==> config.mk <==
export PLATFORM = sky130hd
export DESIGN_NAME = afcb_bank
export DESIGN_NICKNAME = d
export VERILOG_FILES = /design/src/hw/afcb_coeff_pair.v /design/src/hw/afcb_bank.v
export VERILOG_INCLUDE_DIRS = /design/src /design/src/hw
export SDC_FILE = /design/constraint.sdc
export NUM_CORES = 1
export LEC_CHECK = 0
export ABC_CLOCK_PERIOD_IN_PS = 1400
export BUFFER_PORTS_ARGS = -buffer_cell sky130_fd_sc_hd__buf_2
export CAP_MARGIN = 15
export CELL_PAD_IN_SITES_DETAIL_PLACEMENT = 1
export CELL_PAD_IN_SITES_GLOBAL_PLACEMENT = 2
export CORE_ASPECT_RATIO = 0.75
export CORE_MARGIN = 5
export CORE_UTILIZATION = 31
export DETAILED_ROUTE_END_ITERATION = 8
export PLACE_DENSITY = 0.8
export SYNTH_ARGS = -nofsm -noshare
export SYNTH_HDL_FRONTEND = slang
export SYNTH_SLANG_ARGS = --single-unit
==> constraint.sdc <==
create_clock -name clock -period 1.4 [get_ports clock]
set_input_delay 0.07 -clock clock [delete_from_list [all_inputs] [get_ports clock]]
set_output_delay 0.07 -clock clock [all_outputs]
set_load 0.01 [all_outputs]
==> src/hw/afcb_consts.vh <==
// Constants for the page-1 coefficient byte bank slice
// Assumes a byte-wide register port with 7-bit addresses, one clock, sync reset
// How it works
// - Each high/low byte pair forms one signed 16-bit coefficient.
// - De-emphasis right numerator-one resets to F3 / 2D, read-write.
// - De-emphasis right denominator-one resets to 53 / 7E, read-write.
// - Widening attenuation resets to 7F / FF, largest positive, read-write.
// - Addresses 55 to 64 are reserved, read-only, read as zero.
// - Record high-pass left numerator-zero resets to 39 / 55, read-write.
// - Record high-pass left numerator-one high byte resets to F3, read-write.
// - Record high-pass left numerator-one low byte resets to 2D.
`ifndef AFCB_CONSTS_VH
`define AFCB_CONSTS_VH

// ************************************
// Register offsets
// ************************************
`define AFCB_ADDR_W            7
`define AFCB_DEEMPH_R_N1_HI    7'h31
`define AFCB_DEEMPH_R_N1_LO    7'h32
`define AFCB_DEEMPH_R_D1_HI    7'h33
`define AFCB_DEEMPH_R_D1_LO    7'h34
`define AFCB_WIDEN_ATT_HI      7'h35
`define AFCB_WIDEN_ATT_LO      7'h36
`define AFCB_RSVD_FIRST        7'h37
`define AFCB_RSVD_LAST         7'h40
`define AFCB_HPF_L_N0_HI       7'h41
`define AFCB_HPF_L_N0_LO       7'h42
`define AFCB_HPF_L_N1_HI       7'h43
`define AFCB_HPF_L_N1_LO       7'h44

// ************************************
// Reset values
// ************************************
`define AFCB_RST_DEEMPH_R_N1_HI 8'hF3
`define AFCB_RST_DEEMPH_R_N1_LO 8'h2D
`define AFCB_RST_DEEMPH_R_D1_HI 8'h53
`define AFCB_RST_DEEMPH_R_D1_LO 8'h7E
`define AFCB_RST_WIDEN_ATT_HI   8'h7F
`define AFCB_RST_WIDEN_ATT_LO   8'hFF
`define AFCB_RST_RSVD           8'h00
`define AFCB_RST_HPF_L_N0_HI    8'h39
`define AFCB_RST_HPF_L_N0_LO    8'h55
`define AFCB_RST_HPF_L_N1_HI    8'hF3
`define AFCB_RST_HPF_L_N1_LO    8'h2D

`endif

==> src/hw/afcb_coeff_pair.v <==
// One coefficient held as a high and a low byte register
// Assumes the parent decodes the address into two write strobes
`timescale 1ns/1ps
`include "afcb_consts.vh"

module afcb_coeff_pair #(
  parameter [7:0] RST_HI = 8'h00,
  parameter [7:0] RST_LO = 8'h00
) (
  // Clock and reset
  input  wire        clock,
  input  wire        reset,
  // Byte writes
  input  wire        wr_hi,
  input  wire        wr_lo,
  input  wire [7:0]  wdata,
  // Assembled signed value
  output wire [15:0] coeff
);

  reg [7:0] hi_q;
  reg [7:0] lo_q;

  always @(posedge clock) begin
    if (reset) begin
      hi_q <= RST_HI;
      lo_q <= RST_LO;
    end else begin
      if (wr_hi) begin
        hi_q <= wdata;
      end
      if (wr_lo) begin
        lo_q <= wdata;
      end
    end
  end

  assign coeff = {hi_q, lo_q};

endmodule

==> src/hw/afcb_bank.v <==
// Coefficient byte bank: register port, storage and assembled coefficients
// Assumes a synchronous byte register port; reads answer one cycle later
`timescale 1ns/1ps
`include "afcb_consts.vh"

module afcb_bank (
  // Clock and reset
  input  wire        clock,
  input  wire        reset,
  // Register port
  input  wire [6:0]  reg_addr,
  input  wire        reg_wr,
  input  wire        reg_rd,
  input  wire [7:0]  reg_wdata,
  output reg  [7:0]  reg_rdata,
  output reg         reg_rvalid,
  // Coefficients to the filters
  output reg  [15:0] deemph_r_numerator_one,
  output reg  [15:0] deemph_r_denominator_one,
  output reg  [15:0] widen_atten,
  output reg  [15:0] hpf_l_numerator_zero,
  output reg  [15:0] hpf_l_numerator_one
);

  // ************************************
  // Address decode
  // ************************************
  function hit;
    input [6:0] a;
    input [6:0] target;
    begin
      hit = (a == target);
    end
  endfunction

  // Reserved window reads as zero and holds no state
  function is_rsvd;
    input [6:0] a;
    begin
      is_rsvd = (a >= `AFCB_RSVD_FIRST) && (a <= `AFCB_RSVD_LAST);
    end
  endfunction

  // Only the ten coefficient bytes hold state
  function is_mapped;
    input [6:0] a;
    begin
      is_mapped = ((a >= `AFCB_DEEMPH_R_N1_HI) && (a <= `AFCB_WIDEN_ATT_LO)) ||
                  ((a >= `AFCB_HPF_L_N0_HI) && (a <= `AFCB_HPF_L_N1_LO));
    end
  endfunction

  // Upper or lower byte of an assembled coefficient
  function [7:0] byte_of;
    input [15:0] c;
    input        take_hi;
    begin
      byte_of = take_hi ? c[15:8] : c[7:0];
    end
  endfunction

  // Passes a byte only while its select is high
  function [7:0] gate;
    input       sel;
    input [7:0] b;
    begin
      gate = sel ? b : 8'h00;
    end
  endfunction

  // Reset value of a coefficient from its two bytes
  function [15:0] rst_pair;
    input [7:0] hi;
    input [7:0] lo;
    begin
      rst_pair = {hi, lo};
    end
  endfunction

  // ************************************
  // Common selects
  // ************************************
  wire sel_rsvd;
  wire sel_mapped;
  wire wr_ok;

  assign sel_rsvd   = is_rsvd(reg_addr);
  assign sel_mapped = is_mapped(reg_addr);
  // Writes to reserved or unmapped addresses are dropped here
  assign wr_ok      = reg_wr && sel_mapped;

  // ************************************
  // De-emphasis right numerator-one
  // ************************************
  wire        sel_dn1_hi;
  wire        sel_dn1_lo;
  wire        wr_dn1_hi;
  wire        wr_dn1_lo;
  wire [15:0] dn1;

  assign sel_dn1_hi = hit(reg_addr, `AFCB_DEEMPH_R_N1_HI);
  assign sel_dn1_lo = hit(reg_addr, `AFCB_DEEMPH_R_N1_LO);
  assign wr_dn1_hi  = wr_ok && sel_dn1_hi;
  assign wr_dn1_lo  = wr_ok && sel_dn1_lo;

  // Each byte takes effect on its own, no paired update
  afcb_coeff_pair #(
    .RST_HI (`AFCB_RST_DEEMPH_R_N1_HI),
    .RST_LO (`AFCB_RST_DEEMPH_R_N1_LO)
  ) u_dn1 (
    .clock (clock),
    .reset (reset),
    .wr_hi (wr_dn1_hi),
    .wr_lo (wr_dn1_lo),
    .wdata (reg_wdata),
    .coeff (dn1)
  );

  // Output flop lags the byte registers by one cycle
  always @(posedge clock) begin
    if (reset) begin
      deemph_r_numerator_one <= rst_pair(`AFCB_RST_DEEMPH_R_N1_HI, `AFCB_RST_DEEMPH_R_N1_LO);
    end else begin
      deemph_r_numerator_one <= dn1;
    end
  end

  // ************************************
  // De-emphasis right denominator-one
  // ************************************
  wire        sel_dd1_hi;
  wire        sel_dd1_lo;
  wire        wr_dd1_hi;
  wire        wr_dd1_lo;
  wire [15:0] dd1;

  assign sel_dd1_hi = hit(reg_addr, `AFCB_DEEMPH_R_D1_HI);
  assign sel_dd1_lo = hit(reg_addr, `AFCB_DEEMPH_R_D1_LO);
  assign wr_dd1_hi  = wr_ok && sel_dd1_hi;
  assign wr_dd1_lo  = wr_ok && sel_dd1_lo;

  afcb_coeff_pair #(
    .RST_HI (`AFCB_RST_DEEMPH_R_D1_HI),
    .RST_LO (`AFCB_RST_DEEMPH_R_D1_LO)
  ) u_dd1 (
    .clock (clock),
    .reset (reset),
    .wr_hi (wr_dd1_hi),
    .wr_lo (wr_dd1_lo),
    .wdata (reg_wdata),
    .coeff (dd1)
  );

  always @(posedge clock) begin
    if (reset) begin
      deemph_r_denominator_one <= rst_pair(`AFCB_RST_DEEMPH_R_D1_HI, `AFCB_RST_DEEMPH_R_D1_LO);
    end else begin
      deemph_r_denominator_one <= dd1;
    end
  end

  // ************************************
  // Widening attenuation
  // ************************************
  wire        sel_wat_hi;
  wire        sel_wat_lo;
  wire        wr_wat_hi;
  wire        wr_wat_lo;
  wire [15:0] wat;

  assign sel_wat_hi = hit(reg_addr, `AFCB_WIDEN_ATT_HI);
  assign sel_wat_lo = hit(reg_addr, `AFCB_WIDEN_ATT_LO);
  assign wr_wat_hi  = wr_ok && sel_wat_hi;
  assign wr_wat_lo  = wr_ok && sel_wat_lo;

  afcb_coeff_pair #(
    .RST_HI (`AFCB_RST_WIDEN_ATT_HI),
    .RST_LO (`AFCB_RST_WIDEN_ATT_LO)
  ) u_wat (
    .clock (clock),
    .reset (reset),
    .wr_hi (wr_wat_hi),
    .wr_lo (wr_wat_lo),
    .wdata (reg_wdata),
    .coeff (wat)
  );

  always @(posedge clock) begin
    if (reset) begin
      widen_atten <= rst_pair(`AFCB_RST_WIDEN_ATT_HI, `AFCB_RST_WIDEN_ATT_LO);
    end else begin
      widen_atten <= wat;
    end
  end

  // ************************************
  // Record high-pass left numerator-zero
  // ************************************
  wire        sel_hn0_hi;
  wire        sel_hn0_lo;
  wire        wr_hn0_hi;
  wire        wr_hn0_lo;
  wire [15:0] hn0;

  assign sel_hn0_hi = hit(reg_addr, `AFCB_HPF_L_N0_HI);
  assign sel_hn0_lo = hit(reg_addr, `AFCB_HPF_L_N0_LO);
  assign wr_hn0_hi  = wr_ok && sel_hn0_hi;
  assign wr_hn0_lo  = wr_ok && sel_hn0_lo;

  afcb_coeff_pair #(
    .RST_HI (`AFCB_RST_HPF_L_N0_HI),
    .RST_LO (`AFCB_RST_HPF_L_N0_LO)
  ) u_hn0 (
    .clock (clock),
    .reset (reset),
    .wr_hi (wr_hn0_hi),
    .wr_lo (wr_hn0_lo),
    .wdata (reg_wdata),
    .coeff (hn0)
  );

  always @(posedge clock) begin
    if (reset) begin
      hpf_l_numerator_zero <= rst_pair(`AFCB_RST_HPF_L_N0_HI, `AFCB_RST_HPF_L_N0_LO);
    end else begin
      hpf_l_numerator_zero <= hn0;
    end
  end

  // ************************************
  // Record high-pass left numerator-one
  // ************************************
  wire        sel_hn1_hi;
  wire        sel_hn1_lo;
  wire        wr_hn1_hi;
  wire        wr_hn1_lo;
  wire [15:0] hn1;

  assign sel_hn1_hi = hit(reg_addr, `AFCB_HPF_L_N1_HI);
  assign sel_hn1_lo = hit(reg_addr, `AFCB_HPF_L_N1_LO);
  assign wr_hn1_hi  = wr_ok && sel_hn1_hi;
  assign wr_hn1_lo  = wr_ok && sel_hn1_lo;

  afcb_coeff_pair #(
    .RST_HI (`AFCB_RST_HPF_L_N1_HI),
    .RST_LO (`AFCB_RST_HPF_L_N1_LO)
  ) u_hn1 (
    .clock (clock),
    .reset (reset),
    .wr_hi (wr_hn1_hi),
    .wr_lo (wr_hn1_lo),
    .wdata (reg_wdata),
    .coeff (hn1)
  );

  always @(posedge clock) begin
    if (reset) begin
      hpf_l_numerator_one <= rst_pair(`AFCB_RST_HPF_L_N1_HI, `AFCB_RST_HPF_L_N1_LO);
    end else begin
      hpf_l_numerator_one <= hn1;
    end
  end

  // ************************************
  // Read mux
  // ************************************
  reg [7:0] rd_d;

  // Selects are one-hot, so an OR of gated bytes picks the addressed one
  always @* begin
    rd_d = gate(sel_dn1_hi, byte_of(dn1, 1'b1)) |
           gate(sel_dn1_lo, byte_of(dn1, 1'b0)) |
           gate(sel_dd1_hi, byte_of(dd1, 1'b1)) |
           gate(sel_dd1_lo, byte_of(dd1, 1'b0)) |
           gate(sel_wat_hi, byte_of(wat, 1'b1)) |
           gate(sel_wat_lo, byte_of(wat, 1'b0)) |
           gate(sel_hn0_hi, byte_of(hn0, 1'b1)) |
           gate(sel_hn0_lo, byte_of(hn0, 1'b0)) |
           gate(sel_hn1_hi, byte_of(hn1, 1'b1)) |
           gate(sel_hn1_lo, byte_of(hn1, 1'b0));
    if (sel_rsvd) begin
      rd_d = `AFCB_RST_RSVD;
    end
  end

  // ************************************
  // Read port
  // ************************************
  always @(posedge clock) begin
    if (reset) begin
      reg_rvalid <= 1'b0;
    end else begin
      reg_rvalid <= reg_rd;
    end
  end

  // Read data holds until the next read strobe
  always @(posedge clock) begin
    if (reset) begin
      reg_rdata <= 8'h00;
    end else if (reg_rd) begin
      reg_rdata <= rd_d;
    end
  end

endmodule

==> results.md, run 1 <==
- Antenna cells: 0
- Die area: 23400 um^2
- Reg clk slew, reported paths: 0.07 ns
- Synth warnings: 0
- Worst-path fanout max: 4
- Leak: 0.00340 uW
- Final Non-Filler Cells: 1064
- Die Span X: 175 um
- Asr flop ratio synth: 0%
- Iteration-0 DRC Markers: 312
- Post-CTS sizing: 0
- Critical Path RT: 1.74 ns
- Period utilization: 99.5%
- Row Count: 45
- Max VDD drop: 683 uV
- Synth top area share: 53.4%
- Post-synthesis register bit count: 169
- Final setup violating endpoints: 0
- Met2 wire len: 9810 um
- DRT antenna net count: 0
- CP Cell Sequence: buf_2 -> or3b_1 -> nor3_1 -> buf_4 -> a21oi_1 -> a311oi_1
- Synth-to-layout area growth: 31.3%
- RSZ-0062 raised after global routing: false
- Root Driver: clkbuf_16
- CTS tree: done
- Top sig layer: met4
- CTS hold repair buffers: 4
- Crit path buf inv count: 2
- Fin. max-slew vios: 0
- Mean routed wirelength per cell: 20.9 um
- Mapped Area: 6340 um^2
- GRT overflow: 0
- Main area contributors after synthesis: dfxtp_1 53%, mux2i_1 5.1%, nor2_1 5.0%, or2_2 4.7%, nor2b_1 3.7%
- Post-CTS Setup Bufs: 0
- Number of global-route vias before repair: 5593
- Post-synthesis sequential area ratio: 53.4%
- Setup Skew: 0.0139 ns
- Outcome: complete, no violations
- Most frequent cells in the layout: 169 x dfxtp_1, 106 x buf_2, 84 x nor2_1, 69 x buf_4, 48 x or2_2
- Final WL: 22200 um
- Post-layout util: 41.3%
- Worst hold path type: input pin to flip-flop
- Crit path launch type: input pin
- Crit path max-delay family: simple AND/OR/NAND/NOR gates
- Multi-input combinational cell area: 2640 um^2
- Num CTS Buffers: 17
- Gr usage total: 19.2%
- Fin crit period: 1.39 ns
- Final RePlAce weighted congestion: 0.855
- Pwr dens: 1210 nW/um^2
- CP Class: input pin to flip-flop
- FMAX: 718 MHz
- DRC: 0
- Port-buffer cells: 107
- Hold Fails Final Rpt: 0
- # IOs: 108
- Max Cap Violations: 0
- Cell taking the most area after synthesis: dfxtp_1
- Worst-Skew Late Latency: 0.44 ns
- H-tree depth: 4
- Peak per-stage delay on the critical path: 0.54 ns
- Rel. slew slack: 61.3%
- Most common cell after layout, fill and taps aside: dfxtp_1
- Post-synth top flop: dfxtp_1
- Hold slack: 0.0291 ns
- DR vias: 5198
- Fin nets: 812
- Syn_area_per_cell: 10.1 um^2
- Die H: 134 um
- Post-Synthesis Cells: 626
- Largest net degree at the start of global routing: 70
- First-pass GRT wire length: 33800 um
- Worst EP arrival: 1.73 ns
- Fillers: 2298
- Wire length on met1: 10900 um
- Vias/cell: 4.89
- EDFF count, synth: 0
- Met3 wire length: 1190 um
- Share of layout cells above drive strength 1: 36.6%
- Detail Placement HPWL: 17300 um
- Core area: 20200 um^2
- Reg area: 3380 um^2
- Deepest clock path buffer count: 2
- Worst Tran Pin Value: 0.578 ns
- Worst path slowest cell: or3b_1
- Syn nets: 645
- Cell variety after synth: 57
- Placed Cells: 1028
- Antenna violations before repair: 0
- DR pass1 iterations: 4
- Sink Count: 169
- Initial Utilization: 31.4%
- CP endpoint kind: flip-flop
Yosys cell counts, types with 5 or more instances:
master,n
nand2_1,15
buf_4,5
a21oi_2,5
a21oi_1,44
nand3_1,8
clkbuf_1,18
or2_2,48
a22o_1,17
a211o_1,16
mux2i_1,32
dfxtp_1,169
a311oi_1,6
inv_1,15
buf_6,9
nor2_1,84
buf_2,10
nor3_1,14
nand3b_1,6
a211oi_1,5
nor2b_1,37
per-layer routing:
layer	track usage, %	vias to the layer above
met5	0	-
met4	4.93	0
met3	4.23	19
met2	29.9	129
met1	27.1	2565
li1	-	2485
area by class of cell:
cell class / count / share of cell area (%)
Clock inverter: 14 / 1.68
Inverter: 15 / 0.677
Tap cell: 258 / 3.88
Sequential cell: 169 / 40.7
Clock buffer: 18 / 5.16
Timing Repair Buffer: 192 / 16.2
Multi-Input combinational cell: 398 / 31.7
worst paths after layout:
kind                                    from                                   to  slack, ns  cells after the start
setup / recovery                 reg_addr[4]            reg_rdata[3]$_SDFFE_PP0P_      0.007                      6
hold / removal                  reg_wdata[1]           u_hn0.hi_q[1]$_SDFFE_PP0P_       0.03                      3
setup reg to reg  u_hn0.hi_q[3]$_SDFFE_PP1P_            reg_rdata[3]$_SDFFE_PP0P_       0.12                      4
hold reg to reg   u_hn0.hi_q[5]$_SDFFE_PP1P_  hpf_l_numerator_zero[13]$_SDFF_PP1_       0.46                      1
per-stage QoR:
stage                     worst slack (ns)  area (um^2)  total power [uW]  setup TNS, ns
final                              0.00653         8320             10000              0
after global routing               0.00913         8320             10400              0
after CTS                           0.0379         8320             10200              0
after detailed placement            -0.380         7710              5540          -7.97
after global placement              -0.402         7710              5530          -5.81
after floorplan                    0.00197         6340              5230              0
sequential cells by signal, summed over array words and instances (netlist names):
| name | count |
|---|---|
| reg_rdata | 8 |
| u_hn1.lo_q | 8 |
| u_hn0.hi_q | 8 |
| u_dd1.lo_q | 8 |
| u_wat.hi_q | 8 |
| u_dn1.lo_q | 8 |
| deemph_r_numerator_one | 16 |
| u_hn0.lo_q | 8 |
| deemph_r_denominator_one | 16 |
| u_hn1.hi_q | 8 |
| hpf_l_numerator_one | 16 |
| u_dn1.hi_q | 8 |
| u_wat.lo_q | 8 |
| hpf_l_numerator_zero | 16 |
| u_dd1.hi_q | 8 |
| widen_atten | 16 |
| reg_rvalid | 1 |
worst register-to-register path: stages (launching register included):
cell,delay (ns)
dfxtp_1,0.35
mux2_2,0.28
a22o_1,0.24
a21oi_1,0.18
a311oi_1,0.11
cell families after synthesis:
logic type / after synthesis / synth area share (%)
AND/OR/NAND/NOR: 245 / 22.3
flip-flops: 169 / 53.4
AO/OA/AOI/OAI: 117 / 13.4
buffers and inverters: 59 / 5.06
multiplexers: 36 / 5.77
where the power goes:
part           switching [uW]  leakage (uW)  internal (uW)
combinational             377       0.00177            235
sequential               9.24       0.00137           4820
clock                    2100      0.000268           2490
Power figures use the tool's default switching activity.
==> run 2, diff against run 1 <==
==> constraint.sdc (replaced) <==
create_clock -name clock -period 1.4 [get_ports clock]
set_input_delay 0.35 -clock clock [delete_from_list [all_inputs] [get_ports clock]]
set_output_delay 0.35 -clock clock [all_outputs]
set_load 0.01 [all_outputs]
==> run 2 against run 1 <==
  * The flow now finishes with violations (setup timing)
  * Sequential power barely moved
  * Routed wire length is 1.1% lower
  * Register-to-register slack barely moved
  * Final cell count rose by 0.28%
  * Highest routed layer unchanged
==> results.md, run 2 (same netlist as run 1, synthesis figures left out) <==
- Outcome: complete, but fails checks
- Failing checks: setup timing
- Worst-Skew Late Latency: 0.43 ns (about the same)
- Most common cell after layout, fill and taps aside: dfxtp_1
- Worst path slowest cell: nor4_4
- Fillers: 2266 (-1.4%)
- FMAX: 700 MHz (-2.5%)
- First-pass GRT wire length: 34000 um (+0.53%)
- Row Count: 45 (unchanged)
- Die Span X: 175 um (unchanged)
- Sink Count: 169 (unchanged)
- DR vias: 5245 (+0.90%)
- CTS tree: done
- Leak: 0.00346 uW (+1.7%)
- Most frequent cells in the layout: 169 x dfxtp_1, 102 x buf_2, 78 x nor2_1, 63 x buf_4, 48 x or2_2
- Antenna violations before repair: 0 (unchanged)
- H-tree depth: 4 (unchanged)
- Final setup violating endpoints: 3 (+3)
- Hold Fails Final Rpt: 0 (unchanged)
- Port-buffer cells: 107 (unchanged)
- Rel. slew slack: 64.7% (+3.4 points)
- Reg clk slew, reported paths: 0.07 ns (about the same)
- Crit path launch type: input pin
- CP Cell Sequence: buf_6 -> buf_6 -> nand3b_4 -> buf_12 -> nor4_4 -> buf_4 -> mux2i_1 -> nor2_1
- Max Cap Violations: 0 (unchanged)
- CP endpoint kind: flip-flop
- Period utilization: 102% (+2.6 points)
- Worst-path fanout max: 3 (-1)
- Max VDD drop: 764 uV (+12%)
- Fin. max-slew vios: 0 (unchanged)
- Critical Path RT: 1.70 ns (-0.04 ns)
- Peak per-stage delay on the critical path: 0.41 ns (-0.13 ns)
- Gr usage total: 19.1% (-0.12 points)
- Fin nets: 815 (+0.37%)
- Met3 wire length: 855 um (-28%)
- DR pass1 iterations: 5 (+1)
- Met2 wire len: 9920 um (+1.1%)
- RSZ-0062 raised after global routing: true
- Initial Utilization: 31.4% (unchanged)
- Worst hold path type: input pin to flip-flop
- DRC: 0 (unchanged)
- Root Driver: clkbuf_16
- Largest net degree at the start of global routing: 77 (+10%)
- Fin crit period: 1.43 ns (+0.0361 ns)
- Final Power: 10000 uW (-0.16%)
- CP Class: input pin to flip-flop
- Final WL: 22000 um (-1.1%)
- Die area: 23400 um^2 (unchanged)
- Share of layout cells above drive strength 1: 39.9% (+3.3 points)
- Vias/cell: 4.92 (+0.62%)
- Iteration-0 DRC Markers: 289 (-7.4%)
- Antenna cells: 0 (unchanged)
- Detail Placement HPWL: 16900 um (-1.9%)
- Worst EP arrival: 1.73 ns (about the same)
- Synth-to-layout area growth: 35.2%
- Num CTS Buffers: 17 (unchanged)
- Reg area: 3380 um^2 (unchanged)
- GRT overflow: 0 (unchanged)
- Worst Tran Pin Value: 0.528 ns (-0.0501 ns)
- DRT antenna net count: 0 (unchanged)
- Setup TNS: -0.0735 ns (-0.0735 ns)
- Mean routed wirelength per cell: 20.6 um (-1.3%)
- CP dominant cell by count: buf_6
- Final RePlAce weighted congestion: 0.876 (+2.5%)
- Fin worst setup slack: -0.0296 ns (-0.0361 ns)
- Top sig layer: met4
- Die H: 134 um (unchanged)
- Deepest clock path buffer count: 2 (unchanged)
- Wire length on met1: 10900 um (-0.23%)
- Multi-input combinational cell area: 2780 um^2 (+5.3%)
- Core area: 20200 um^2 (unchanged)
- Pwr dens: 1170 nW/um^2 (-3.1%)
- Setup Skew: 0.00977 ns (-0.00416 ns)
- Number of global-route vias before repair: 5646 (+0.95%)
- # IOs: 108 (unchanged)
## run 2: report_power, final
group          internal, uW  switching, uW
clock                  2490           2040
combinational           274            388
sequential             4820           9.51
## run 2: metal layers
metal,track usage [%],up-vias
li1,-,2497
met1,26.8,2602
met2,29.8,118
met3,4.31,28
met4,4.84,0
met5,0,-
## run 2: through the flow
stage	instance area (um^2)	utilization, %	setup slack (ns)	hold slack (ns)	cells
finish	8570	42.5	-0.0296	0.283	1067
global route	8570	42.5	-0.0572	0.292	1067
CTS	8430	41.8	0.00140	0.266	1064
detailed placement	7810	38.7	-0.572	0.459	1030
global placement	7810	38.7	-0.542	0.445	1030
floorplan	6440	-	-0.217	0.409	626
## run 2: worst paths after layout
path | startpoint | end | slack (ns) | depth (start not counted)
worst max-delay path | reg_addr[6] | u_dd1.lo_q[7]$_SDFFE_PP0P_ | -0.03 | 8
worst min-delay path | reg_wdata[2] | u_hn0.hi_q[2]$_SDFFE_PP0P_ | 0.28 | 3
worst max register to register | u_dn1.hi_q[1]$_SDFFE_PP1P_ | reg_rdata[1]$_SDFFE_PP0P_ | 0.12 | 4
worst min register to register | u_hn0.lo_q[2]$_SDFFE_PP1P_ | hpf_l_numerator_zero[2]$_SDFF_PP1_ | 0.47 | 1
## run 2: cell type report
| cell class | count | share of cell area (%) |
|---|---|---|
| timing repair buffer | 195 | 17.1 |
| sequential | 169 | 39.5 |
| multi-input combinational | 398 | 32.4 |
| inverter | 15 | 0.657 |
| clock inverter | 10 | 0.993 |
| clock buffer | 22 | 5.65 |
| tap | 258 | 3.77 |
## run 2: critical path: cells and delay by family
family                 cells  cell delay, ns
and+or+nand+nor            3            0.64
buffers and inverters      4            0.56
muxes                      1            0.18
## run 2: what timing repair did
item,4_1_cts,5_1_grt
pin swaps,3,7
buffers inserted,2,3
setup endpoints to repair,17,26
resized for setup,11,27
hold buffers,0,0
==> run 3, diff against run 2 <==
--- a/config.mk
+++ b/config.mk
@@ -6,6 +6,7 @@
 export SDC_FILE = /design/constraint.sdc
 export NUM_CORES = 1
 export LEC_CHECK = 0
+export ABC_AREA = 1
 export ABC_CLOCK_PERIOD_IN_PS = 1400
 export BUFFER_PORTS_ARGS = -buffer_cell sky130_fd_sc_hd__buf_2
 export CAP_MARGIN = 15
@@ -13,7 +14,8 @@
 export CELL_PAD_IN_SITES_GLOBAL_PLACEMENT = 2
 export CORE_ASPECT_RATIO = 0.75
 export CORE_MARGIN = 5
-export CORE_UTILIZATION = 31
+export CORE_UTILIZATION = 28
+export CTS_CLUSTER_DIAMETER = 30
 export DETAILED_ROUTE_END_ITERATION = 8
 export PLACE_DENSITY = 0.8
 export SYNTH_ARGS = -nofsm -noshare
==> run 3 against run 2 <==
  * The flow now finishes without violations
  * Via count rose by 7.5%
  * Sequential cell count unchanged
  * Final cell count rose by 18%
  * Non-clock buffer count shrank 41
  * Combinational power shrank 26%
  * Die area up 8.1%
  * First-iteration DRC count up 38%
  * Critical path type unchanged
  * Largest cell class unchanged
==> results.md, run 3 <==
- Outcome: complete, no violations
- DRT antenna net count: 0 (unchanged)
- Critical Path RT: 1.77 ns (+0.07 ns)
- Die Span X: 182 um (+4.0%)
- Hold Fails Final Rpt: 0 (unchanged)
- Asr flop ratio synth: 0% (unchanged)
- Row Count: 47 (+4.4%)
- Synth-to-layout area growth: 32.8%
- Multi-input combinational cell area: 2520 um^2 (-9.1%)
- Most frequent cells in the layout: 188 x nand2_1, 169 x dfxtp_1, 129 x nor2_1, 121 x nand3_1, 105 x buf_2
- Port-buffer cells: 107 (unchanged)
- Sink Count: 169 (unchanged)
- Gr usage total: 17.0% (-2.1 points)
- Pwr dens: 1250 nW/um^2 (+6.9%)
- Leak: 0.00381 uW (+10%)
- Period utilization: 95.5% (-6.7 points)
- Number of global-route vias before repair: 5690 (+0.78%)
- Synth warnings: 0 (unchanged)
- CTS tree: done
- Reg clk slew, reported paths: 0.07 ns (about the same)
- CP Class: input pin to flip-flop
- CP endpoint kind: flip-flop
- Most frequent cell after synthesis: nand2_1
- Fillers: 2676 (+18%)
- Worst EP arrival: 1.71 ns (-0.02 ns)
- DR vias: 5639 (+7.5%)
- Initial Utilization: 28.3% (-3.1 points)
- Die H: 139 um (+3.9%)
- Post-layout util: 37.6% (-4.9 points)
- GRT overflow: 0 (unchanged)
- Largest net degree at the start of global routing: 45 (-42%)
- EDFF count, synth: 0 (unchanged)
- Core area: 21900 um^2 (+8.8%)
- Worst Tran Pin Value: 0.426 ns (-0.102 ns)
- Fin. max-slew vios: 0 (unchanged)
- Synth top area share: 54.4% (+1.0 points)
- Cell variety after synth: 21 (-63%)
- Syn_area_per_cell: 7.64 um^2 (-25%)
- Crit path launch type: input pin
- Worst hold path type: input pin to flip-flop
- Max Cap Violations: 0 (unchanged)
- Final WL: 21600 um (-1.7%)
- Post-synthesis register bit count: 169 (unchanged)
- Deepest clock path buffer count: 2 (unchanged)
- Max VDD drop: 651 uV (-15%)
- FMAX: 748 MHz (+7.0%)
- First-pass GRT wire length: 33200 um (-2.4%)
- Final setup violating endpoints: 0 (-3)
- Worst-path fanout max: 8 (+5)
- Rel. slew slack: 71.6% (+6.9 points)
- Die area: 25300 um^2 (+8.1%)
- DRC: 0 (unchanged)
- Antenna violations before repair: 0 (unchanged)
- Mean routed wirelength per cell: 17.2 um (-17%)
- DR pass1 iterations: 5 (unchanged)
- Setup Skew: 0.00964 ns (-0.000124 ns)
- Commonest cells in the netlist: 191 x nand2_1, 169 x dfxtp_1, 135 x nor2_1, 122 x nand3_1, 56 x inv_1
- Antenna cells: 0 (unchanged)
- Iteration-0 DRC Markers: 400 (+38%)
- Reg area: 3380 um^2 (unchanged)
- Placed inst area: 7470 um^2 (-4.4%)
- Fin nets: 969 (+19%)
- Vias/cell: 4.49 (-8.7%)
- H-tree depth: 4 (unchanged)
- Post-Synthesis Cells: 814 (+30%)
- Final RePlAce weighted congestion: 0.800 (-8.7%)
- Cell taking the most area after synthesis: dfxtp_1
- Root Driver: clkbuf_16
- Post-synthesis sequential area ratio: 54.4% (+1.0 points)
- Setup TNS: 0 ns (+0.0735 ns)
- Post-synth top flop: dfxtp_1
- Detail Placement HPWL: 15600 um (-7.9%)
- # IOs: 108 (unchanged)
- Most common cell after layout, fill and taps aside: nand2_1
- Share of layout cells above drive strength 1: 27.4% (-12 points)
- RSZ-0062 raised after global routing: true
- Mapped Area: 6220 um^2 (-1.9%)
- Worst-Skew Late Latency: 0.43 ns (about the same)
- Num CTS Buffers: 17 (unchanged)
- Hold slack: 0.205 ns (-0.0782 ns)
- Syn nets: 833 (+29%)
- Main area contributors after synthesis: dfxtp_1 54%, nand2_1 12%, nand3_1 9.8%, nor2_1 8.2%, or2_2 4.1%
- Final instance area: 8260 um^2 (-3.7%)
- Fin crit period: 1.34 ns (-0.0932 ns)
[run 3: cell count changes in the layout (fill, tap and decap cells not counted), moves of 16 or more]
cell,before,now
nand2_1,15,188
nand3_1,8,121
nor2_1,78,129
nor2b_1,37,0
inv_1,15,51
a21oi_1,41,9
mux2i_1,31,0
buf_4,63,33
a22o_1,17,0
o21ai_1,1,18
a211o_1,16,0
[run 3: kinds of logic (layout without fill, tap and decap cells)]
group           count (synthesis)  count (layout)  share of synthesized area (%)
compound gates                 36              36                           2.90
buf+inv                       103             251                           6.42
flops                         169             169                           54.4
simple gates                  506             506                           36.3
[run 3: per-stage QoR]
stage               total power (uW)  std cells  setup WS (ns)
floorplan                       5140        814        -0.0168
global placement                5380       1222         -0.412
detailed placement              5380       1222         -0.427
CTS                            10400       1253       0.000726
global route                   10700       1256        -0.0562
finish                         10300       1256         0.0637
[run 3: per-layer routing]
layer  track usage [%]  wire length [um]  up-vias
li1                  -                 -     2818
met2              25.0              9150      117
met3              3.80               986       14
met5                 0                 0        -
met4              3.67               214        0
met1              25.3             11300     2690
[run 3: timing repair]
action | 4_1_cts | 5_1_grt
endpoints found under the setup margin | 0 | 88
buffers inserted | 0 | 2
hold endpoints to repair | 0 | 0
hold buffers | 0 | 0
resized for setup | 0 | 42
[run 3: critical path, cell delays in order]
cell and delay (ns):
buf_12 0.11, nor2_4 0.10, nand4_1 0.12, nand3_1 0.12, nand2_2 0.08, nor2_4 0.23, buf_12 0.18, inv_6 0.03
nor2_4 0.20, nand2_1 0.09, nand3_1 0.09
[run 3: layout make-up]
| cell class | instances | share of cell area [%] |
|---|---|---|
| tap | 294 | 4.46 |
| clock inverter | 12 | 2.12 |
| inverter | 66 | 3.52 |
| timing repair buffer | 154 | 13.0 |
| clock buffer | 19 | 5.37 |
| multi-input combinational | 542 | 30.6 |
| sequential | 169 | 41.0 |
[run 3: power breakdown]
part,total [uW],leakage [uW],switching (uW),internal (uW)
Combinational,487,0.00215,323,165
Clock,5010,0.000295,2000,3020
Sequential,4820,0.00137,4.74,4810
[run 3: final timing paths]
path	from	to	slack (ns)	cells after the start
worst min-delay path	reset	deemph_r_denominator_one[4]$_SDFF_PP1_	0.20	2
worst max register to register	u_dn1.lo_q[3]$_SDFFE_PP1P_	reg_rdata[3]$_SDFFE_PP0P_	0.25	6
worst min register to register	u_dn1.hi_q[3]$_SDFFE_PP0P_	deemph_r_numerator_one[11]$_SDFF_PP0_	0.45	2
worst max-delay path	reg_addr[5]	u_wat.lo_q[4]$_SDFFE_PP1P_	0.06	11
